==> config.mk <==
export PLATFORM = sky130hd
export DESIGN_NAME = dac_buffer_control
export DESIGN_NICKNAME = d
export VERILOG_FILES = /design/src/trigger_edge_sync.v /design/src/dac_buffer_control.v
export VERILOG_INCLUDE_DIRS = /design/src
export SDC_FILE = /design/constraint.sdc
export NUM_CORES = 1
export LEC_CHECK = 0
export ABC_CLOCK_PERIOD_IN_PS = 2780
export CAP_MARGIN = 10
export CORE_MARGIN = 2
export CORE_UTILIZATION = 32
export DETAILED_ROUTE_END_ITERATION = 6
export DONT_BUFFER_PORTS = 1
export GPL_TIMING_DRIVEN = 0
export PLACE_DENSITY_LB_ADDON = 0.08
export SETUP_SLACK_MARGIN = 0.02
export SYNTH_ARGS = -nofsm -noshare
export SYNTH_HDL_FRONTEND = slang
export SYNTH_SLANG_ARGS = --single-unit
==> constraint.sdc <==
create_clock -name pclk -period 2.78 [get_ports pclk]
set_clock_uncertainty 0.2 [all_clocks]
set_input_delay 0.278 -clock pclk [delete_from_list [all_inputs] [get_ports pclk]]
set_output_delay 0.278 -clock pclk [all_outputs]
set_load 0.005 [all_outputs]
==> src/dac_ctrl_map.vh <==
// register offsets, field positions and reset values of the converter control block
`ifndef DAC_CTRL_MAP_VH
`define DAC_CTRL_MAP_VH

// register indices; byte address is four times the index
`define IDX_STATUS          8'h20
`define IDX_CONTROL_MAIN    8'h21
`define IDX_BUFFER_CONFIG   8'h22
`define IDX_BUFFER_POINTER  8'h23
`define ADDR_STATUS         12'h080
`define ADDR_CONTROL_MAIN   12'h084
`define ADDR_BUFFER_CONFIG  12'h088
`define ADDR_BUFFER_POINTER 12'h08c

// control main fields
`define BIT_CONVERTER_ENABLE    7
`define BIT_REFERENCE_SELECT    6
`define BIT_TRIGGER_SOURCE      5
`define BIT_SOFT_TRIGGER        4
`define BIT_LOW_POWER_SELECT    3
`define BIT_START_IRQ_ENABLE    1
`define BIT_LIMIT_IRQ_ENABLE    0
`define MASK_CONTROL_MAIN       8'heb

// buffer config fields
`define BIT_DMA_REQUEST_ENABLE  7
`define BIT_BUFFER_WORK_MODE    2
`define BIT_BUFFER_PTR_ENABLE   0
`define MASK_BUFFER_CONFIG      8'h85

// buffer pointer fields
`define BIT_READ_POINTER        4
`define BIT_UPPER_LIMIT         0
`define MASK_BUFFER_POINTER     8'h11

// status fields
`define BIT_START_FLAG          1
`define BIT_LIMIT_FLAG          0

// reset values
`define RST_CONTROL_MAIN        8'h00
`define RST_BUFFER_CONFIG       8'h00
`define RST_READ_POINTER        1'b0
`define RST_UPPER_LIMIT         1'b1
`define RST_STATUS              2'b10

`endif

==> src/trigger_edge_sync.v <==
// two-flop synchroniser with rising-edge pulse for the hardware trigger
`timescale 1ns/1ns
`default_nettype none
module trigger_edge_sync (
   input  wire pclk,
   input  wire presetn,
   input  wire trigger_in,
   output wire trigger_pulse
);
   reg meta;
   reg sync;
   reg sync_last;

   always @(posedge pclk or negedge presetn) begin
      if (!presetn) begin
         meta      <= 1'b0;
         sync      <= 1'b0;
         sync_last <= 1'b0;
      end else begin
         meta      <= trigger_in;
         sync      <= meta;
         sync_last <= sync;
      end
   end

   assign trigger_pulse = sync & ~sync_last;
endmodule
`default_nettype wire

==> src/dac_buffer_control.v <==
// APB register block and read-pointer control for the 12-bit converter
// Function
// - control bit 7 enables the converter system and starts the reference generator.
// - control bit 6 picks reference input one (0) or two (1).
// - control bit 5 picks hardware (0) or software (1) trigger source.
// - writing 1 to bit 4 advances pointer once if soft source and buffer enabled.
// - soft trigger bit is write-only, active high, reads back as zero.
// - control bit 3 selects high-power (0) or low-power (1) operation.
// - reserved bits of all three control registers read as zero.
// - control bit 1 enables the pointer-at-start interrupt.
// - control bit 0 enables the pointer-at-limit interrupt.
// - config bit 7 turns flag events into DMA requests instead of interrupts.
// - with DMA enabled no interrupt request is presented for those events.
// - config bit 2 selects normal (0) or one-time scan (1) buffer mode.
// - config bit 0 off: word zero converted; on: pointer selects word.
// - pointer register shows the current read pointer at any time.
// - pointer register bit 0 is the upper limit; pointer never exceeds it.
// - normal mode: trigger at the limit wraps the pointer to zero.
// - one-time scan: pointer advances to the limit and holds there.
// - limit flag set when pointer equals limit, start flag when pointer is zero.
// - DMA done drops the request and clears the related status flags.
//
// Decided for this implementation: the APB slave port.
`timescale 1ns/1ns
`default_nettype none
`include "dac_ctrl_map.vh"
module dac_buffer_control (
   input  wire        pclk,
   input  wire        presetn,
   input  wire        psel,
   input  wire        penable,
   input  wire        pwrite,
   input  wire [11:0] paddr,
   input  wire [31:0] pwdata,
   output reg  [31:0] prdata,
   output wire        pready,
   output wire        pslverr,
   input  wire        hw_trigger,
   input  wire        dma_done,
   output wire        dma_request,
   output wire        irq_request,
   output reg         converter_enable,
   output reg         reference_select,
   output reg         low_power_select,
   output reg         buffer_word_select
);
   reg        trigger_source_select;
   reg        start_flag_irq_enable;
   reg        limit_flag_irq_enable;
   reg        dma_request_enable;
   reg        buffer_work_mode;
   reg        buffer_pointer_enable;
   reg        buffer_read_pointer;
   reg        buffer_upper_limit;
   reg        pointer_at_start_flag;
   reg        pointer_at_limit_flag;
   reg        dma_pending;
   reg        next_pointer;
   reg        was_at_start;
   reg        was_at_limit;

   wire       hw_pulse;
   wire       access;
   wire       wr;
   wire       sel_status;
   wire       sel_main;
   wire       sel_config;
   wire       sel_pointer;
   wire       mapped;
   wire       soft_fire;
   wire       advance;
   wire       status_clear_start;
   wire       status_clear_limit;
   wire       at_start;
   wire       at_limit;
   wire       start_event;
   wire       limit_event;
   wire       flag_pending;

   // address match against a byte address
   function hit;
      input [11:0] addr;
      input [11:0] target;
      begin
         hit = (addr == target);
      end
   endfunction

   trigger_edge_sync u_trig (
      .pclk          (pclk),
      .presetn       (presetn),
      .trigger_in    (hw_trigger),
      .trigger_pulse (hw_pulse)
   );

   // zero-wait slave; every transfer ends in its first access cycle
   assign pready      = 1'b1;
   assign access      = psel & penable;
   assign wr          = access & pwrite;
   assign sel_status  = hit(paddr, `ADDR_STATUS);
   assign sel_main    = hit(paddr, `ADDR_CONTROL_MAIN);
   assign sel_config  = hit(paddr, `ADDR_BUFFER_CONFIG);
   assign sel_pointer = hit(paddr, `ADDR_BUFFER_POINTER);
   assign mapped      = sel_status | sel_main | sel_config | sel_pointer;
   assign pslverr     = access & ~mapped;

   assign soft_fire = wr & sel_main & pwdata[`BIT_SOFT_TRIGGER]
                    & trigger_source_select & buffer_pointer_enable;

   assign advance = buffer_pointer_enable &
                    (trigger_source_select ? soft_fire : hw_pulse);

   // status is write-zero-to-clear
   assign status_clear_start = wr & sel_status & ~pwdata[`BIT_START_FLAG];
   assign status_clear_limit = wr & sel_status & ~pwdata[`BIT_LIMIT_FLAG];

   assign at_start = (buffer_read_pointer == 1'b0);
   assign at_limit = (buffer_read_pointer == buffer_upper_limit);
   // flags only set when buffer state changes into the position
   assign start_event = at_start & ~was_at_start;
   assign limit_event = at_limit & ~was_at_limit;

   always @* begin
      next_pointer = buffer_read_pointer;
      if (advance) begin
         if (at_limit) begin
            if (buffer_work_mode) begin
               next_pointer = buffer_read_pointer;
            end else begin
               next_pointer = 1'b0;
            end
         end else begin
            next_pointer = ~buffer_read_pointer;
         end
      end
   end

   always @(posedge pclk or negedge presetn) begin
      if (!presetn) begin
         converter_enable      <= 1'b0;
         reference_select      <= 1'b0;
         trigger_source_select <= 1'b0;
         low_power_select      <= 1'b0;
         start_flag_irq_enable <= 1'b0;
         limit_flag_irq_enable <= 1'b0;
         dma_request_enable    <= 1'b0;
         buffer_work_mode      <= 1'b0;
         buffer_pointer_enable <= 1'b0;
         buffer_upper_limit    <= `RST_UPPER_LIMIT;
         buffer_read_pointer   <= `RST_READ_POINTER;
      end else begin
         if (wr & sel_main) begin
            converter_enable      <= pwdata[`BIT_CONVERTER_ENABLE];
            reference_select      <= pwdata[`BIT_REFERENCE_SELECT];
            trigger_source_select <= pwdata[`BIT_TRIGGER_SOURCE];
            low_power_select      <= pwdata[`BIT_LOW_POWER_SELECT];
            start_flag_irq_enable <= pwdata[`BIT_START_IRQ_ENABLE];
            limit_flag_irq_enable <= pwdata[`BIT_LIMIT_IRQ_ENABLE];
         end
         if (wr & sel_config) begin
            dma_request_enable    <= pwdata[`BIT_DMA_REQUEST_ENABLE];
            buffer_work_mode      <= pwdata[`BIT_BUFFER_WORK_MODE];
            buffer_pointer_enable <= pwdata[`BIT_BUFFER_PTR_ENABLE];
         end
         if (wr & sel_pointer) begin
            // clamp to limit; a written pointer above the limit is held at it
            buffer_upper_limit  <= pwdata[`BIT_UPPER_LIMIT];
            buffer_read_pointer <= pwdata[`BIT_READ_POINTER] & pwdata[`BIT_UPPER_LIMIT];
         end else if (buffer_read_pointer > buffer_upper_limit) begin
            buffer_read_pointer <= buffer_upper_limit;
         end else begin
            buffer_read_pointer <= next_pointer;
         end
      end
   end

   // sticky flags; a set in the clearing cycle wins
   always @(posedge pclk or negedge presetn) begin
      if (!presetn) begin
         // start flag is set out of reset, pointer sits at zero
         pointer_at_start_flag <= 1'b1;
         pointer_at_limit_flag <= 1'b0;
         was_at_start          <= 1'b1;
         was_at_limit          <= 1'b1;
         dma_pending           <= 1'b0;
      end else begin
         was_at_start <= at_start;
         was_at_limit <= at_limit;
         if (start_event) begin
            pointer_at_start_flag <= 1'b1;
         end else if (status_clear_start | (dma_pending & dma_done)) begin
            pointer_at_start_flag <= 1'b0;
         end
         if (limit_event) begin
            pointer_at_limit_flag <= 1'b1;
         end else if (status_clear_limit | (dma_pending & dma_done)) begin
            pointer_at_limit_flag <= 1'b0;
         end
         if (dma_pending & dma_done) begin
            dma_pending <= 1'b0;
         end else if (dma_request_enable & flag_pending) begin
            dma_pending <= 1'b1;
         end else if (!dma_request_enable) begin
            dma_pending <= 1'b0;
         end
      end
   end

   assign flag_pending = (pointer_at_start_flag & start_flag_irq_enable)
                       | (pointer_at_limit_flag & limit_flag_irq_enable);

   assign dma_request = dma_pending;
   assign irq_request = flag_pending & ~dma_request_enable;

   always @(posedge pclk or negedge presetn) begin
      if (!presetn) begin
         buffer_word_select <= 1'b0;
      end else begin
         buffer_word_select <= buffer_pointer_enable & buffer_read_pointer;
      end
   end

   // read mux, reserved and soft trigger read zero
   always @* begin
      prdata = 32'h00000000;
      if (access & ~pwrite) begin
         if (sel_status) begin
            prdata[`BIT_START_FLAG] = pointer_at_start_flag;
            prdata[`BIT_LIMIT_FLAG] = pointer_at_limit_flag;
         end else if (sel_main) begin
            prdata[`BIT_CONVERTER_ENABLE] = converter_enable;
            prdata[`BIT_REFERENCE_SELECT] = reference_select;
            prdata[`BIT_TRIGGER_SOURCE]   = trigger_source_select;
            prdata[`BIT_LOW_POWER_SELECT] = low_power_select;
            prdata[`BIT_START_IRQ_ENABLE] = start_flag_irq_enable;
            prdata[`BIT_LIMIT_IRQ_ENABLE] = limit_flag_irq_enable;
         end else if (sel_config) begin
            prdata[`BIT_DMA_REQUEST_ENABLE] = dma_request_enable;
            prdata[`BIT_BUFFER_WORK_MODE]   = buffer_work_mode;
            prdata[`BIT_BUFFER_PTR_ENABLE]  = buffer_pointer_enable;
         end else if (sel_pointer) begin
            prdata[`BIT_READ_POINTER] = buffer_read_pointer;
            prdata[`BIT_UPPER_LIMIT]  = buffer_upper_limit;
         end
      end
   end
endmodule
`default_nettype wire

==> flow_summary.toml <==
[global_routing]
grt_util_met2_pct = 21.2
gr-usage-met3_pct = 2.39
grt_util_met1_pct = 15.0
grt_pass1_vias = 821
grt_use_total_pct = 12.2
grt_overflow = 0
grt_max_degree = 21
grt-busiest-layer = "met2"
antenna_found_initial = 0
grt_pass1_wl_um = 3980

[synth]
yosys.area_share.simple_pct = 20.6
synth_top_area_share_pct = 32.6
yosysTopAreaCell = "dfrtp_1"
synth_xor_area_share_pct = 0
synth.distinct_cells = 31
yosysWarnings = 0
syn_area_um2 = 1230
synthFlopType = "dfrtp_1"
synth_top_family_by_area = "simple AND/OR/NAND/NOR gates"
ys_ff_latch = 20
synth_compound_area_share_pct = 7.23
netlist_instances = 121
synth_edf_count = 0
async_flop_share_pct = 100
yosys.area_share.adder_pct = 2.04
yosysSeqAreaShare_pct = 41.1
synthMuxAreaShare_pct = 10.8
ys_top_cells_by_area = "dfrtp_1, buf_4, dfstp_2"
synth_area_per_cell_um2 = 10.2

[cells_and_area]
nNetsFinal = 212
drive_gt1_share_pct = 32.3
finish.utilization_pct = 41.9
num-fill-cells = 375
diodes = 0
syn2layout_area_growth_pct = 25.9

[worst_setup_path]
ff2ff_setup_slack_ps = 670
startpoint = "buffer_read_pointer$_DFFE_PN0P_"
ff2ff_path_depth = 7
worst_r2r_startpoint = "buffer_read_pointer$_DFFE_PN0P_"
cp_max_fo = 6
worst_setup_path_end_kind = "register"
crit_required_ps = 2720
r2r-end = "buffer_read_pointer$_DFFE_PN0P_"
crit_arrival_ps = 2050
path_class = "reg2reg"
worstSetupStartpointType = "register"

[cts]
clock_latency_ps = 250
clock_tree.root_cell = "clkbuf_8"
cts_setup_buffers = 0
clock_sinks = 20
ctsResizeCount = 0
h-tree-depth = 1
clk_path_buf_depth = 2
tritoncts = "built"
cts_buffers = 3
clk_transition_reported_paths_ps = 70
cts_hold_buf = 10

[floorplanning]
die_width_um = 66.0
rows = 22
pin_count = 91
core_region_area_um2 = 3690
die_h_um = 66.0
start_util_pct = 33.3
die-area_um2 = 4350

[sta]
drv_slew = 0
final-hold-violation-count = 0
min_period_ps = 2110
slew-limit-headroom_pct = 40.6
worst_pin_slew_ps = 888
fmax_mhz = 473
fin_crit_sh_pct = 76.0
setup_tns_ps = 0
rsz0062_at_grt = "false"
finalSetupViolations = 0

[routing]
ant_nets = 0
num_vias = 926
detail_route.vias_per_cell = 4.50
postRouteWirelength_um = 2620
drt_iter0_markers = 17
drc = 0
avgRoutedWirePerCell_um = 12.7
drtPass1Iterations = 4

[pwr]
p_per_area_nw_per_um2 = 420
p_comb_share_pct = 10.6
power_switching_mw = 0.125
pwr-share-seq_pct = 45.4
p_sw_share_pct = 19.3
p_clk_share_pct = 44.0
power.internal_mw = 0.525
ir_worst_vdd_v = 0.000265
leakage_nw = 0.754

[hold_path]
hold_path_class = "in2reg"
hold_depth = 2
hold_end = "pointer_at_limit_flag$_DFFE_PN0P_"
hold_start = "pwdata[0]"

[place]
port_buffers = 0
place.gp.congestion = 0.728
hpwl_um = 2100

[run]
cap_violations = 0

[run_status]
outcome = "finished, final reports clean"
## worst max-delay path by stage
stage,depth (start not counted),to
after floorplan,7,buffer_read_pointer$_DFFE_PN0P_
after global placement,7,buffer_read_pointer$_DFFE_PN0P_
after detailed placement,7,buffer_read_pointer$_DFFE_PN0P_
after CTS,7,buffer_read_pointer$_DFFE_PN0P_
after global routing,7,buffer_read_pointer$_DFFE_PN0P_
final,7,buffer_read_pointer$_DFFE_PN0P_
## cell type report
cell class                      instances  area, um^2  area share, %
Timing Repair Buffer                   10         100           6.47
Multi-Input combinational cell         92         593           38.3
Buffer                                 27         198           12.8
Clock inverter                          1        30.0           1.94
Tap cell                               48        60.1           3.88
Inverter                                5        18.8           1.21
Clock buffer                            3        41.3           2.67
Sequential cell                        20         505           32.7
## power groups by stage
stage | sequential, mW | clock, mW | combinational [mW]
after global placement | 0.301 | 0 | 0.0498
after global routing | 0.296 | 0.310 | 0.0767
final | 0.295 | 0.286 | 0.0691
after floorplan | 0.301 | 0 | 0.0472
after CTS | 0.295 | 0.292 | 0.0681
after detailed placement | 0.301 | 0 | 0.0500
## logic make-up (layout without fill, tap and decap cells)
| group | after synthesis | in the layout |
|---|---|---|
| AOI/OAI and AO/OA | 14 | 14 |
| adders and majority gates | 2 | 2 |
| buffers and inverters | 32 | 46 |
| DFF | 20 | 20 |
| muxes | 12 | 12 |
| other | 2 | 25 |
| and+or+nand+nor | 39 | 39 |
## worst max-delay path, cell delays in order, from the launching register on
cell,delay (ps)
dfrtp_1,460
inv_1,90
ha_1,340
a21boi_0,330
nand3_1,130
o21ai_1,160
mux2i_1,210
mux2i_1,80
## placed cells by master, fill, tap and decap left out, drive strengths merged, types with 5 or more instances in the layout
master	n
and3	7
buf	27
conb	25
dfrtp	16
dlygate4sd3	10
inv	5
mux2	10
nand2	7
nand3	5
nor2	9
## cells in the mapped netlist (all sizes together), types with 3 or more instances
library cell / instances
inv: 5
nand2: 7
a21oi: 3
nand3: 5
dfrtp: 16
dfstp: 4
and3: 7
a22oi: 3
nor3: 4
o21ai: 4
buf: 27
mux2: 10
nor2: 9
## sequential cells by signal (all words and copies together), names as in the netlist
signal	cells
buffer_pointer_enable	1
buffer_read_pointer	1
buffer_upper_limit	1
buffer_word_select	1
buffer_work_mode	1
converter_enable	1
dma_request	1
dma_request_enable	1
limit_flag_irq_enable	1
low_power_select	1
pointer_at_limit_flag	1
pointer_at_start_flag	1
reference_select	1
start_flag_irq_enable	1
trigger_source_select	1
u_trig.meta	1
u_trig.sync	1
u_trig.sync_last	1
was_at_limit	1
was_at_start	1
## per-stage QoR
stage	cells	cell area (um^2)	hold slack [ps]	power (mW)	setup slack, ps
finish	206	1550	17.4	0.650	668
global placement	192	1380	-217	0.351	702
floorplan	144	1320	-218	0.348	988
global route	206	1550	36.3	0.683	534
CTS	206	1550	17.9	0.656	641
detailed placement	192	1380	-217	0.351	651
## routing by layer
layer | vias up | wire length (um)
met1 | 438 | 1050
met3 | 4 | 255
li1 | 442 | -
met4 | 0 | 34
met2 | 42 | 1280
met5 | - | 0
Note: power is estimated with default switching activity, not from simulation.
